<file path="src/core/swfd_pkg.sv">
// Constants, field layouts and types of the serial word format decoder
// How it works
// Host sends reset word with key
// Matching key returns all state to defaults
// Bit 15 set writes code to DAC channel
// ADC word: bit15 zero, channel, result
// Temperature word: tag 1000, then result
// DAC readback word has bit 15 set
// Readback carries channel in bits 14:12
// Readback data is DAC input register
// Host classifies returned words by top bits
package swfd_pkg;
   // ==========================================================
   // Word layout
   localparam int WORD_W      = 16;
   localparam int CH_W        = 3;
   localparam int DATA_W      = 12;
   localparam int NUM_CH      = 8;
   localparam int BIT_MSB     = 15;
   localparam int CH_HI       = 14;
   localparam int CH_LO       = 12;
   localparam int DATA_HI     = 11;
   localparam int ADDR_HI     = 14;
   localparam int ADDR_LO     = 11;
   localparam int KEY_HI      = 10;
   localparam int TAG_W       = 4;
   localparam int CNT_W       = 5;

   // ==========================================================
   // Codes
   localparam logic [3:0]        RESET_ADDR           = 4'hF;
   localparam logic [10:0]       SOFTWARE_RESET_KEY   = 11'h5AC;
   localparam logic [TAG_W-1:0]  TEMPERATURE_TAG      = 4'h8;
   localparam logic              MSB_DAC              = 1'h1;
   localparam logic              MSB_ADC              = 1'h0;
   localparam logic [CNT_W-1:0]  BITS_PER_WORD        = 5'h10;
   localparam logic [DATA_W-1:0] DAC_RESET_CODE       = 12'h000;
   localparam logic [WORD_W-1:0] IDLE_WORD            = 16'h0000;

   // ==========================================================
   // Pin indices and idle levels (clock idles high)
   localparam int         PIN_SCLK = 0;
   localparam int         PIN_CS   = 1;
   localparam int         PIN_DIN  = 2;
   localparam logic [2:0] PIN_IDLE = 3'h3;

   // ==========================================================
   // Types
   typedef enum logic [1:0] {
      SWFD_KIND_ADC  = 2'h0,
      SWFD_KIND_TEMP = 2'h1,
      SWFD_KIND_DAC  = 2'h2
   } swfd_kind_t;

   typedef enum logic [2:0] {
      SWFD_ST_IDLE  = 3'b001,
      SWFD_ST_FETCH = 3'b010,
      SWFD_ST_HOLD  = 3'b100
   } swfd_state_t;

   // Channel result word: tag bit, channel, 12-bit data
   function automatic logic [WORD_W-1:0] swfd_chan_word(
      input logic              msb,
      input logic [CH_W-1:0]   ch,
      input logic [DATA_W-1:0] data
   );
      swfd_chan_word = {msb, ch, data};
   endfunction
endpackage

</file>
<file path="src/core/swfd_dac_mem.sv">
// Eight-entry DAC input register store with registered read
`timescale 1ns/100ps
module swfd_dac_mem #(
   parameter int WIDTH = 12,
   parameter int DEPTH = 8,
   parameter int AW    = 3
) (
   // Clock and control
   input  wire logic             ref_clk,
   input  wire logic             ce,
   input  wire logic             clear,
   // Write port
   input  wire logic             wr_en,
   input  wire logic [AW-1:0]    wr_addr,
   input  wire logic [WIDTH-1:0] wr_data,
   // Read port
   input  wire logic [AW-1:0]    rd_addr,
   output logic      [WIDTH-1:0] rd_data
);
   logic [WIDTH-1:0] mem_q [DEPTH];

   always_ff @(posedge ref_clk) begin
      if (ce) begin
         if (clear) begin
            for (int i = 0; i < DEPTH; i++) begin
               mem_q[i] <= '0;
            end
         end else if (wr_en) begin
            mem_q[wr_addr] <= wr_data;
         end
      end
   end

   always_ff @(posedge ref_clk) begin
      if (ce) begin
         if (clear) begin
            rd_data <= '0;
         end else begin
            rd_data <= mem_q[rd_addr];
         end
      end
   end
endmodule // swfd_dac_mem

</file>
<file path="src/core/swfd_core.sv">
// Serial word decoder and result word builder on the serial link
`timescale 1ns/100ps
module swfd_core
   import swfd_pkg::*;
(
   // Clock, enable and reset
   input  wire logic                        ref_clk,
   input  wire logic                        ce,
   input  wire logic                        reset,
   // Serial pins
   input  wire logic                        sclk,
   input  wire logic                        sync_n,
   input  wire logic                        din,
   output logic                             dout,
   // Result request from converter side
   input  wire logic                        resp_valid,
   input  wire swfd_pkg::swfd_kind_t        resp_kind,
   input  wire logic [swfd_pkg::CH_W-1:0]   resp_channel,
   input  wire logic [swfd_pkg::DATA_W-1:0] resp_data,
   output logic                             resp_ready,
   // DAC load output
   output logic                             dac_load,
   output logic [swfd_pkg::CH_W-1:0]        dac_channel,
   output logic [swfd_pkg::DATA_W-1:0]      dac_code,
   // Software reset indication
   output logic                             soft_reset
);
   import swfd_pkg::*;

   // ==========================================================
   // Pin synchronisers
   logic [2:0]        s1_q;
   logic [2:0]        s2_q;
   logic [2:0]        s3_q;
   logic [2:0]        pin_q;
   logic [2:0]        pin_d;
   logic [2:0]        pin_prev_q;
   logic              clear_all;
   logic              soft_q;

   assign clear_all = reset | soft_q;

   always_comb begin
      pin_d = pin_q;
      for (int i = 0; i < $bits(pin_q); i++) begin
         if (s2_q[i] == s3_q[i]) begin
            pin_d[i] = s3_q[i];
         end
      end
   end

   always_ff @(posedge ref_clk) begin
      if (reset) begin
         s1_q       <= PIN_IDLE;
         s2_q       <= PIN_IDLE;
         s3_q       <= PIN_IDLE;
         pin_q      <= PIN_IDLE;
         pin_prev_q <= PIN_IDLE;
      end else if (ce) begin
         s1_q       <= {din, sync_n, sclk};
         s2_q       <= s1_q;
         s3_q       <= s2_q;
         pin_q      <= pin_d;
         pin_prev_q <= pin_q;
      end
   end

   logic cs_active;
   logic frame_start;
   logic sclk_fall;
   logic sclk_rise;

   assign cs_active   = ~pin_q[PIN_CS];
   assign frame_start = pin_prev_q[PIN_CS] & ~pin_q[PIN_CS];
   assign sclk_fall   = cs_active & pin_prev_q[PIN_SCLK] & ~pin_q[PIN_SCLK];
   assign sclk_rise   = cs_active & ~pin_prev_q[PIN_SCLK] & pin_q[PIN_SCLK];

   // ==========================================================
   // Receive shifter, sampled on falling clock edges
   logic [WORD_W-1:0] rx_q;
   logic [CNT_W-1:0]  cnt_q;
   logic [WORD_W-1:0] rx_word;
   logic              word_done;

   assign rx_word   = {rx_q[WORD_W-2:0], pin_q[PIN_DIN]};
   assign word_done = sclk_fall && (cnt_q == BITS_PER_WORD - 5'h01);

   always_ff @(posedge ref_clk) begin
      if (clear_all) begin
         rx_q  <= IDLE_WORD;
         cnt_q <= '0;
      end else if (ce) begin
         if (!cs_active) begin
            cnt_q <= '0;
         end else if (sclk_fall) begin
            rx_q  <= rx_word;
            cnt_q <= word_done ? '0 : cnt_q + 5'h01;
         end
      end
   end

   // ==========================================================
   // Decode of a complete received word
   logic is_dac_wr;
   logic is_reset;

   assign is_dac_wr = word_done && (rx_word[BIT_MSB] == MSB_DAC);
   assign is_reset  = word_done && (rx_word[BIT_MSB] == MSB_ADC)
                      && (rx_word[ADDR_HI:ADDR_LO] == RESET_ADDR)
                      && (rx_word[KEY_HI:0] == SOFTWARE_RESET_KEY);

   always_ff @(posedge ref_clk) begin
      if (reset) begin
         soft_q     <= 1'b0;
         soft_reset <= 1'b0;
      end else if (ce) begin
         soft_q     <= is_reset;
         soft_reset <= is_reset;
      end
   end

   always_ff @(posedge ref_clk) begin
      if (clear_all) begin
         dac_load    <= 1'b0;
         dac_channel <= '0;
         dac_code    <= DAC_RESET_CODE;
      end else if (ce) begin
         dac_load <= is_dac_wr;
         if (is_dac_wr) begin
            dac_channel <= rx_word[CH_HI:CH_LO];
            dac_code    <= rx_word[DATA_HI:0];
         end
      end
   end

   // ==========================================================
   // DAC input register store
   logic [CH_W-1:0]   rd_ch_q;
   logic [CH_W-1:0]   rd_addr;
   logic [DATA_W-1:0] rd_data;

   swfd_dac_mem #(
      .WIDTH (DATA_W),
      .DEPTH (NUM_CH),
      .AW    (CH_W)
   ) u_mem (
      .ref_clk (ref_clk),
      .ce      (ce),
      .clear   (clear_all),
      .wr_en   (is_dac_wr),
      .wr_addr (rx_word[CH_HI:CH_LO]),
      .wr_data (rx_word[DATA_HI:0]),
      .rd_addr (rd_addr),
      .rd_data (rd_data)
   );

   // ==========================================================
   // Result word builder
   swfd_state_t       st_q;
   swfd_state_t       st_d;
   logic [WORD_W-1:0] tx_word_q;
   logic [WORD_W-1:0] tx_word_d;
   logic              take;

   assign take = resp_valid & resp_ready;

   // Read the store at the take, so the fetch cycle sees the new channel
   assign rd_addr = take ? resp_channel : rd_ch_q;

   always_comb begin
      st_d      = st_q;
      tx_word_d = tx_word_q;
      unique case (st_q)
         SWFD_ST_IDLE: begin
            if (take) begin
               unique case (resp_kind)
                  SWFD_KIND_ADC: begin
                     tx_word_d = swfd_chan_word(MSB_ADC, resp_channel, resp_data);
                     st_d      = SWFD_ST_HOLD;
                  end
                  SWFD_KIND_TEMP: begin
                     tx_word_d = {TEMPERATURE_TAG, resp_data};
                     st_d      = SWFD_ST_HOLD;
                  end
                  default: begin
                     st_d = SWFD_ST_FETCH;
                  end
               endcase
            end
         end
         SWFD_ST_FETCH: begin
            tx_word_d = swfd_chan_word(MSB_DAC, rd_ch_q, rd_data);
            st_d      = SWFD_ST_HOLD;
         end
         SWFD_ST_HOLD: begin
            if (frame_start) begin
               st_d = SWFD_ST_IDLE;
            end
         end
         default: begin
            st_d = SWFD_ST_IDLE;
         end
      endcase
   end

   always_ff @(posedge ref_clk) begin
      if (clear_all) begin
         st_q       <= SWFD_ST_IDLE;
         tx_word_q  <= IDLE_WORD;
         rd_ch_q    <= '0;
         resp_ready <= 1'b0;
      end else if (ce) begin
         st_q       <= st_d;
         tx_word_q  <= tx_word_d;
         resp_ready <= (st_d == SWFD_ST_IDLE);
         if (take) begin
            rd_ch_q <= resp_channel;
         end
      end
   end

   // ==========================================================
   // Transmit shifter, advanced on rising clock edges
   logic [WORD_W-1:0] tx_sh_q;
   logic [WORD_W-1:0] load_word;

   // An unloaded frame returns zeros
   assign load_word = (st_q == SWFD_ST_HOLD) ? tx_word_q : IDLE_WORD;

   always_ff @(posedge ref_clk) begin
      if (clear_all) begin
         tx_sh_q <= IDLE_WORD;
         dout    <= 1'b0;
      end else if (ce) begin
         if (frame_start) begin
            tx_sh_q <= {load_word[WORD_W-2:0], 1'b0};
            dout    <= load_word[BIT_MSB];
         end else if (sclk_rise) begin
            tx_sh_q <= {tx_sh_q[WORD_W-2:0], 1'b0};
            dout    <= tx_sh_q[BIT_MSB];
         end
      end
   end
endmodule // swfd_core

</file>
<file path="config.mk">
export PLATFORM = sky130hd
export DESIGN_NAME = swfd_core
export DESIGN_NICKNAME = d
export VERILOG_FILES = /design/src/core/swfd_pkg.sv /design/src/core/swfd_dac_mem.sv /design/src/core/swfd_core.sv
export SDC_FILE = /design/constraint.sdc
export NUM_CORES = 1
export LEC_CHECK = 0
export BUFFER_PORTS_ARGS = -buffer_cell sky130_fd_sc_hd__clkbuf_2
export CAP_MARGIN = 20
export CORE_ASPECT_RATIO = 0.75
export CORE_MARGIN = 1.5
export CORE_UTILIZATION = 30
export CTS_BUF_LIST = sky130_fd_sc_hd__clkbuf_16
export CTS_CLUSTER_SIZE = 14
export DETAILED_ROUTE_END_ITERATION = 8
export PLACE_DENSITY = 0.51
export RECOVER_POWER = 100
export SLEW_MARGIN = 20
export SYNTH_ARGS = -nofsm -noshare
export SYNTH_HDL_FRONTEND = slang
export SYNTH_SLANG_ARGS = --single-unit
</file>
<file path="constraint.sdc">
create_clock -name ref_clk -period 4.95 [get_ports ref_clk]
set_input_delay 0.495 -clock ref_clk [delete_from_list [all_inputs] [get_ports ref_clk]]
set_output_delay 0.495 -clock ref_clk [all_outputs]
set_load 0.01 [all_outputs]
</file>
==> impl_metrics.tcl, run 1 <==
set metrics [dict create \
    cp_top_family "simple AND/OR/NAND/NOR gates" \
    status "complete, but fails checks" \
    post-route-util_pct 34.0 \
    min_period_over_period_pct 77.2 \
    slowest_stage "nor3_1" \
    dp_slack_ns 1.79 \
    tns_ns 0 \
    core_mm2 0.0293 \
    tritoncts "yes" \
    peakVddDrop_v 0.000251 \
    grtUsageTotal_pct 16.0 \
    path_max_fanout 21 \
    worstSetupPathType "reg -> reg" \
    detail-route-antenna-nets 0 \
    fill_cells 2937 \
    worstMarginPinSlew_ns 1.93 \
    cts_root_buffer "clkbuf_16" \
    synth_area_mm2 0.00899 \
    final.min_clock_period_ns 3.82 \
    start_kind "flop" \
    critPathCaptureType "flop" \
    finClkSkew_ns 0.00902 \
    start_util_pct 30.7 \
    hpwl_mm 15.8 \
    relSlewSlack_pct -28.9 \
    rows 54 \
    htreeDepth 4 \
    cts_hold_buf 0 \
    cts.clk_slew.worst_paths_ns 0.08 \
    cp_data_required_time_ns 5.04 \
    vias_per_cell 5.06 \
    drc 0 \
    cts_sinks 198 \
    synthCells 831 \
    area_growth_pct 10.6 \
    fp.dieW_um 203 \
    synth_flop_cell "edfxtp_1" \
    antenna-diode-count 0 \
    p_leak_nw 3.28 \
    grt_max_degree 50 \
    vias 6221 \
    yosysWarnings 0 \
    num-nets-final 850 \
    routed_wl_mm 24.3 \
    dr.pass1.iters 4 \
    grt_pass1_wl_mm 37.3 \
    final-seq-area_mm2 0.00504 \
    async_reset_ff_share_pct 0 \
    grt_overflow 0 \
    drive_gt1_share_pct 8.35 \
    io_pins 43 \
    crit_buf_inv 0 \
    fin_ws_ns 1.13 \
    hp-class "in -> reg" \
    die_area_mm2 0.0310 \
    cp_data_arrival_time_ns 3.91 \
    clk_latency_ns 0.45 \
    drv_slew 66 \
    drt_first_iter_violations 506 \
    fmax_ghz 0.262 \
    antenna_found_initial 0 \
    synth_edf_count 108 \
    wl_per_cell_um 19.8 \
    final_hold_viol_count 0 \
    cts_resized 0 \
    power.density_mw_per_mm2 353 \
    die_h_um 153 \
    setup_viol 0 \
    avgSynthCellArea_um2 10.8 \
    multiInputGateArea_mm2 0.00353 \
    ys_seq_area_share_pct 56.1 \
    postCtsSetupBuffers 0 \
    gp_congestion 0.791 \
    holdWs_ns 0.251 \
    syn-num-nets 856 \
    grt_setup_unrepaired "no" \
    crit_chain "and4bb_1, nand4_1, nor3_1, a21o_1" \
    numCtsBuffers 17 \
    violations "max-capacitance violations, max-slew violations" \
    io_buffers 42 \
    clock_tree.buffer_depth 2 \
    synthDistinctLibCells 54 \
    cap_viol_max_count 2 \
    ys_ff_latch 198 \
    critPathMaxStageDelay_ns 1.11 \
    grt_pass1_vias 5835 \
]
==> final timing paths <==
kind / slack [ns] / to / cells after the start / startpoint
max: 1.13 / u_mem.mem_q[5][5] / 4 / pin_q[1]
max reg2reg: 1.13 / u_mem.mem_q[5][5] / 4 / pin_q[1]
min: 0.25 / s1_q[1] / 2 / sync_n
min reg2reg: 0.47 / pin_q[2] / 2 / s3_q[2]
==> per-stage QoR <==
step                power (mW)  cell area [um^2]  instances
global placement          2.06              9410       1198
CTS                       3.53             10000       1230
floorplan                 1.98              8990        831
detailed placement        2.06              9410       1198
finish                    3.51              9940       1230
global route              3.61              9940       1230
==> placed cells by master, fill, tap and decap left out, types with 13 or more instances in the layout <==
| master | synthesis | routed |
|---|---|---|
| and2_1 | 99 | 53 |
| clkbuf_1 | 36 | 21 |
| nand2_1 | 62 | 64 |
| clkbuf_2 | 5 | 22 |
| nor4_1 | 13 | 13 |
| dfxtp_1 | 90 | 90 |
| a311oi_1 | 16 | 16 |
| a22o_1 | 13 | 13 |
| nor2b_1 | 26 | 26 |
| mux2i_1 | 43 | 43 |
| a21oi_1 | 52 | 52 |
| o21ai_0 | 18 | 18 |
| edfxtp_1 | 108 | 108 |
| and3_1 | 39 | 41 |
| clkbuf_16 | 0 | 17 |
| nor2_1 | 38 | 38 |
| a211oi_1 | 51 | 51 |
| and2_0 | 0 | 46 |
==> flip-flops by register name, indices dropped and copies added, names as in the netlist, 2 cells and up <==
register,flops
dac_channel,3
u_mem.rd_data,12
st_q,3
s1_q,3
pin_prev_q,2
pin_q,3
rx_q,15
u_mem.mem_q,96
s3_q,3
tx_sh_q,15
s2_q,3
rd_ch_q,3
tx_word_q,16
cnt_q,5
dac_code,12
==> kinds of logic after synthesis <==
group | share of synthesized area, %
xor+xnor | 0.292
buf+inv | 4.10
compound gates | 14.3
fa+ha+maj | 0.139
mux | 4.79
simple gates | 20.3
flops | 56.1
==> Yosys cell counts, types with 3 or more instances <==
cell / instances / share of area, %
a211o_1: 7 / 0.68
nand3_1: 7 / 0.39
a31oi_1: 4 / 0.28
a22o_1: 13 / 1.3
nand2_1: 62 / 2.6
and2_1: 99 / 6.9
a211oi_1: 51 / 4.3
o21ai_0: 18 / 1.0
and3_1: 39 / 2.7
dfxtp_1: 90 / 20
buf_2: 23 / 1.3
clkbuf_2: 5 / 0.28
a21oi_1: 52 / 2.9
edfxtp_1: 108 / 36
nor3_2: 6 / 0.67
inv_1: 3 / 0.13
buf_4: 9 / 0.75
nor2b_1: 26 / 1.8
nor4_1: 13 / 0.90
o21bai_1: 3 / 0.25
a21o_1: 9 / 0.75
nor2_1: 38 / 1.6
buf_1: 3 / 0.13
nand2b_1: 8 / 0.56
a311oi_1: 16 / 1.6
and4b_1: 3 / 0.33
nand4b_1: 3 / 0.29
clkbuf_1: 36 / 1.5
mux2i_1: 43 / 4.8
xor2_1: 3 / 0.29
==> layout make-up <==
cell class / instances / area share, %
timing repair buffer: 51 / 2.50
tap: 392 / 4.93
multi-input combinational: 553 / 35.5
sequential: 198 / 50.7
inverter: 4 / 0.151
clock inverter: 15 / 1.93
clock buffer: 17 / 4.28
==> where the power goes <==
group | switching [mW] | internal (mW) | total (mW)
Sequential | 0.0391 | 1.79 | 1.83
Clock | 0.678 | 0.808 | 1.49
Combinational | 0.119 | 0.0698 | 0.189
Total | 0.837 | 2.67 | 3.51
==> per-layer routing <==
layer | global-route usage, % | vias to the layer above | routed length, um
met5 | 0 | - | 0
met4 | 4.59 | 0 | 236
met3 | 2.62 | 18 | 1300
met2 | 21.8 | 156 | 10100
met1 | 25.4 | 3043 | 12700
li1 | - | 3004 | -
Power figures use the tool's default switching activity.
==> run 2, diff against run 1 <==
--- a/config.mk
+++ b/config.mk
@@ -13,7 +13,7 @@
 export CTS_BUF_LIST = sky130_fd_sc_hd__clkbuf_16
 export CTS_CLUSTER_SIZE = 14
 export DETAILED_ROUTE_END_ITERATION = 8
-export PLACE_DENSITY = 0.51
+export PLACE_DENSITY = 0.52
 export RECOVER_POWER = 100
 export SLEW_MARGIN = 20
 export SYNTH_ARGS = -nofsm -noshare
==> constraint.sdc (replaced) <==
create_clock -name ref_clk -period 3.44 [get_ports ref_clk]
set_input_delay 0.344 -clock ref_clk [delete_from_list [all_inputs] [get_ports ref_clk]]
set_output_delay 0.344 -clock ref_clk [all_outputs]
set_load 0.01 [all_outputs]
==> run 2 against run 1 <==
Non-clock buffer count is 13 higher. Final cell count is 1.1% higher. Sequential share of layout area is 0.090 points higher. Count of clock-buffer cells in the layout stayed put. The run still ends with max-capacitance violations, max-slew violations left. Worst setup slack worse by 0.58 ns. Critical path depth is 2 lower. First-iteration DRC count is 17% lower. Largest cell class unchanged.
==> impl_metrics.tcl, run 2 (synthesis gave the netlist of run 1 again) <==
set metrics [dict create \
    status "complete, but fails checks" \
    violations "max-capacitance violations, max-slew violations" \
    dr.pass1.iters 5 \
    die_h_um 153 \
    numCtsBuffers 17 \
    fin_area_mm2 0.00993 \
    htreeDepth 4 \
    cp_data_required_time_ns 3.51 \
    final.min_clock_period_ns 2.89 \
    final_cell_mix "edfxtp_1 (108), dfxtp_1 (90), nand2_1 (63), and2_1 (61), a21oi_1 (52)" \
    cap_viol_max_count 1 \
    io_buffers 42 \
    io_pins 43 \
    mostFrequentLayoutCell "edfxtp_1" \
    fp.dieW_um 203 \
    path_max_fanout 27 \
    fin_ws_ns 0.550 \
    p_total_mw 4.77 \
    swShare_pct 23.3 \
    grt_pass1_vias 5751 \
    num-nets-final 863 \
    grt_max_degree 50 \
    largest_register "u_mem.mem_q" \
    largest_register_ffs 96 \
    hpwl_mm 15.5 \
    grt_setup_unrepaired "no" \
    drc 0 \
    vias_per_cell 5.01 \
    area_growth_pct 10.4 \
    start_kind "flop" \
    drt_first_iter_violations 420 \
    antenna_found_initial 0 \
    worstSetupPathType "reg -> reg" \
    cts_root_buffer "clkbuf_16" \
    fmax_ghz 0.346 \
    grt_overflow 0 \
    rows 54 \
    power.density_mw_per_mm2 480 \
    holdWs_ns 0.116 \
    p_int_mw 3.66 \
    core_mm2 0.0293 \
    min_period_over_period_pct 84.0 \
    antenna-diode-count 0 \
    clk_latency_ns 0.45 \
    critPathCaptureType "flop" \
    cts_resized 0 \
    wl_per_cell_um 19.0 \
    gp_congestion 0.798 \
    dp_slack_ns 0.793 \
    relSlewSlack_pct -29.2 \
    drv_slew 28 \
    die_area_mm2 0.0310 \
    clock_tree.buffer_depth 2 \
    place_area_mm2 0.00950 \
    tns_ns 0 \
    tritoncts "yes" \
    grt_pass1_wl_mm 35.9 \
    cts_sinks 198 \
    drive_gt1_share_pct 8.70 \
    cts.clk_slew.worst_paths_ns 0.07 \
    routed_wl_mm 23.6 \
    vias 6232 \
    p_seq_share_pct 55.1 \
    hp-class "in -> reg" \
    p_sw_mw 1.11 \
    combPwrFrac_pct 5.8 \
    final_hold_viol_count 0 \
    peakVddDrop_v 0.000315 \
    p_clk_share_pct 39.1 \
    grtUsageTotal_pct 15.3 \
    p_leak_nw 3.32 \
    finClkSkew_ns 0.0142 \
    postCtsSetupBuffers 0 \
    start_util_pct 30.7 \
    detail-route-antenna-nets 0 \
    cts_hold_buf 0 \
    setup_viol 0 \
    cp_data_arrival_time_ns 2.96 \
    worstMarginPinSlew_ns 1.94 \
    top_regs "u_mem.mem_q (96), tx_word_q (16)" \
]
-- run 2: cell types whose count changed in the layout (fill, tap and decap cells not counted), moves of 2 or more --
| cell | before | now |
|---|---|---|
| clkinv_2 | 0 | 3 |
| inv_1 | 3 | 5 |
| inv_6 | 5 | 1 |
| clkinv_1 | 1 | 3 |
| bufinv_16 | 3 | 1 |
| clkbuf_1 | 21 | 27 |
| and2_1 | 53 | 61 |
| inv_4 | 0 | 2 |
| clkinv_4 | 3 | 0 |
| inv_2 | 0 | 4 |
| and2_0 | 46 | 38 |
| buf_4 | 8 | 15 |
| clkinvlp_4 | 2 | 0 |
-- run 2: area by class of cell --
class	instances	area, um^2
well taps	392	490
clock inverters	15	96.3
fillers	2987	19300
repair buffers	64	324
flip-flops and latches	198	5040
multi-input cells	553	3530
clock buffers	17	425
inverters	4	15.0
-- run 2: path summary, 6_finish.rpt --
check,startpoint,to,slack [ns],cells after the start
worst max-delay path,soft_q,u_mem.mem_q[1][0],0.55,2
worst min-delay path,sclk,s1_q[0],0.12,2
worst max register to register,soft_q,u_mem.mem_q[1][0],0.55,2
worst min register to register,s1_q[0],s2_q[0],0.45,1
-- run 2: metrics by stage --
step	util, %	std cells
2_1_floorplan	-	831
3_3_place_gp	32.5	1211
3_5_place_dp	32.5	1211
4_1_cts	34.3	1243
5_1_grt	33.9	1243
6_report	33.9	1243
-- run 2: per-layer routing --
metal | vias up | track usage [%] | part of all wire, %
met1 | 3053 | 24.2 | 55
met5 | - | 0 | 0
met3 | 12 | 3.33 | 4.9
li1 | 3043 | - | -
met4 | 0 | 3.39 | 0.76
met2 | 124 | 20.9 | 39
-- run 2: power groups by stage --
stage                     combinational [mW]  clock [mW]  sequential, mW
final                                  0.279        1.86            2.63
after global routing                   0.305        1.99            2.63
after CTS                              0.282        1.90            2.63
after detailed placement               0.282           0            2.68
after global placement                 0.281           0            2.68
after floorplan                        0.198           0            2.65
-- run 2: worst max-delay path: stages, from the launching register on --
cell and delay (ns):
dfxtp_1 0.39, or2_0 1.43, a21o_1 0.68
==> run 3, diff against run 2 <==
--- a/config.mk
+++ b/config.mk
@@ -13,7 +13,7 @@
 export CTS_BUF_LIST = sky130_fd_sc_hd__clkbuf_16
 export CTS_CLUSTER_SIZE = 14
 export DETAILED_ROUTE_END_ITERATION = 8
-export PLACE_DENSITY = 0.52
+export PLACE_DENSITY = 0.51
 export RECOVER_POWER = 100
 export SLEW_MARGIN = 20
 export SYNTH_ARGS = -nofsm -noshare
==> constraint.sdc (replaced) <==
create_clock -name ref_clk -period 2.7 [get_ports ref_clk]
set_input_delay 0.27 -clock ref_clk [delete_from_list [all_inputs] [get_ports ref_clk]]
set_output_delay 0.27 -clock ref_clk [all_outputs]
set_load 0.01 [all_outputs]
==> run 3 against run 2 <==
Flip-flop and latch count unchanged. Maximum frequency grew 23%. The flow now finishes without violations. Clock skew is 0.0047 ns lower. Core utilization increased by 0.71 points. Non-clock buffer count is 19 higher. Via count increased by 0.53%. Sequential power is 27% higher. Critical path depth increased by 3. Critical path type unchanged. Total power rose by 31%. Cell area rose by 2.1%. Count of clock-buffer cells in the layout up 3.
==> impl_metrics.tcl, run 3 (synthesis gave the netlist of run 1 again) <==
set metrics [dict create \
    setup_viol 0 \
    vias_per_cell 4.96 \
    holdWs_ns 0.0357 \
    tritoncts "yes" \
    endpoint "u_mem.mem_q[2][7]" \
    io_pins 43 \
    top_regs "u_mem.mem_q (96), tx_word_q (16)" \
    tns_ns 0 \
    reg2reg_depth 5 \
    drc 0 \
    peakVddDrop_v 0.000404 \
    timing.rr.start "cnt_q[0]" \
    grt_overflow 0 \
    antenna_found_initial 0 \
    dp.cells 1230 \
    final.min_clock_period_ns 2.35 \
    cts.clk_slew.worst_paths_ns 0.07 \
    finClkSkew_ns 0.00952 \
    power.density_mw_per_mm2 617 \
    min_period_over_period_pct 87.1 \
    relSlewSlack_pct 27.3 \
    fin_ws_ns 0.349 \
    routed_wl_mm 24.0 \
    clock_tree.buffer_depth 2 \
    rows 54 \
    num-nets-final 882 \
    die_area_mm2 0.0310 \
    postCtsSetupBuffers 0 \
    largest_register "u_mem.mem_q" \
    fmax_ghz 0.425 \
    fin_area_mm2 0.0101 \
    rrSetupSlack_ns 0.35 \
    grtUsageTotal_pct 15.6 \
    worstSetupPathType "reg -> reg" \
    detail-route-antenna-nets 0 \
    drv_slew 0 \
    area_growth_pct 12.7 \
    startpoint "cnt_q[0]" \
    p_leak_nw 3.43 \
    io_buffers 42 \
    wl_per_cell_um 19.0 \
    start_util_pct 30.7 \
    cts_hold_buf 0 \
    largest_register_ffs 96 \
    vias 6265 \
    htreeDepth 4 \
    cap_viol_max_count 0 \
    gp_congestion 0.754 \
    cp_data_required_time_ns 2.78 \
    rr_endpoint "u_mem.mem_q[2][7]" \
    clk_latency_ns 0.44 \
    cts_resized 0 \
    critPathCaptureType "flop" \
    core_mm2 0.0293 \
    p_total_mw 6.26 \
    drt_first_iter_violations 493 \
    numCtsBuffers 17 \
    cts_root_buffer "clkbuf_16" \
    start_kind "flop" \
    status "completed" \
    hpwl_mm 15.7 \
    die_h_um 153 \
    finalNonFillerCells 1262 \
    place_area_mm2 0.00966 \
    grt_pass1_vias 5821 \
    grt_setup_unrepaired "no" \
    mostFrequentLayoutCell "edfxtp_1" \
    drive_gt1_share_pct 10.8 \
    dp_slack_ns 0.464 \
    post-route-util_pct 34.6 \
    worstMarginPinSlew_ns 1.09 \
    final_hold_viol_count 0 \
    final_cell_mix "edfxtp_1 (108), dfxtp_1 (90), nand2_1 (63), and2_1 (55), a21oi_1 (52)" \
    cp_data_arrival_time_ns 2.43 \
    grt_max_degree 39 \
    cts_sinks 198 \
    dr.pass1.iters 5 \
    fp.dieW_um 203 \
    hp-class "in -> reg" \
    grt_pass1_wl_mm 36.5 \
    antenna-diode-count 0 \
    path_max_fanout 13 \
]
==> run 3: changes by cell type in the layout (fill, tap and decap cells not counted), sizes merged <==
| cell | delta |
|---|---|
| buf | +14 |
| bufinv | -1 |
| clkbuf | +8 |
| clkinv | -2 |
==> run 3: worst min path at each step <==
stage                  from               end  depth (start not counted)
CTS                  sync_n           s1_q[1]                          2
floorplan                ce  u_mem.rd_data[0]                          0
global route         sync_n           s1_q[1]                          2
detailed placement  s1_q[1]           s2_q[1]                          1
global placement    s1_q[0]           s2_q[0]                          1
finish               sync_n           s1_q[1]                          2
==> run 3: routing by layer <==
metal,GRT usage (%),routed length (um),vias up
met5,0,0,-
met4,2.65,118,0
met3,3.45,993,7
met2,21.4,9850,127
met1,24.9,13000,3058
li1,-,-,3073
==> run 3: final cells by class <==
| class | count | area, um^2 |
|---|---|---|
| Multi-Input combinational cell | 553 | 3540 |
| Timing Repair Buffer | 83 | 464 |
| Inverter | 4 | 15.0 |
| Clock inverter | 12 | 82.6 |
| Tap cell | 392 | 490 |
| Fill cell | 2965 | 19100 |
| Clock buffer | 20 | 500 |
| Sequential cell | 198 | 5040 |
==> run 3: worst max-delay path, cell delays in order (launching register included) <==
cell     delay [ns]
dfxtp_1        0.36
ha_1           0.19
and3_1         0.26
and4_1         0.32
and3_1         0.42
a21o_1         0.44
==> run 3: power by group <==
group          internal, mW  total (mW)  switching (mW)
Sequential             3.28        3.33          0.0520
Combinational         0.140       0.373           0.233
Clock                  1.36        2.55            1.19
Total                  4.78        6.26            1.48
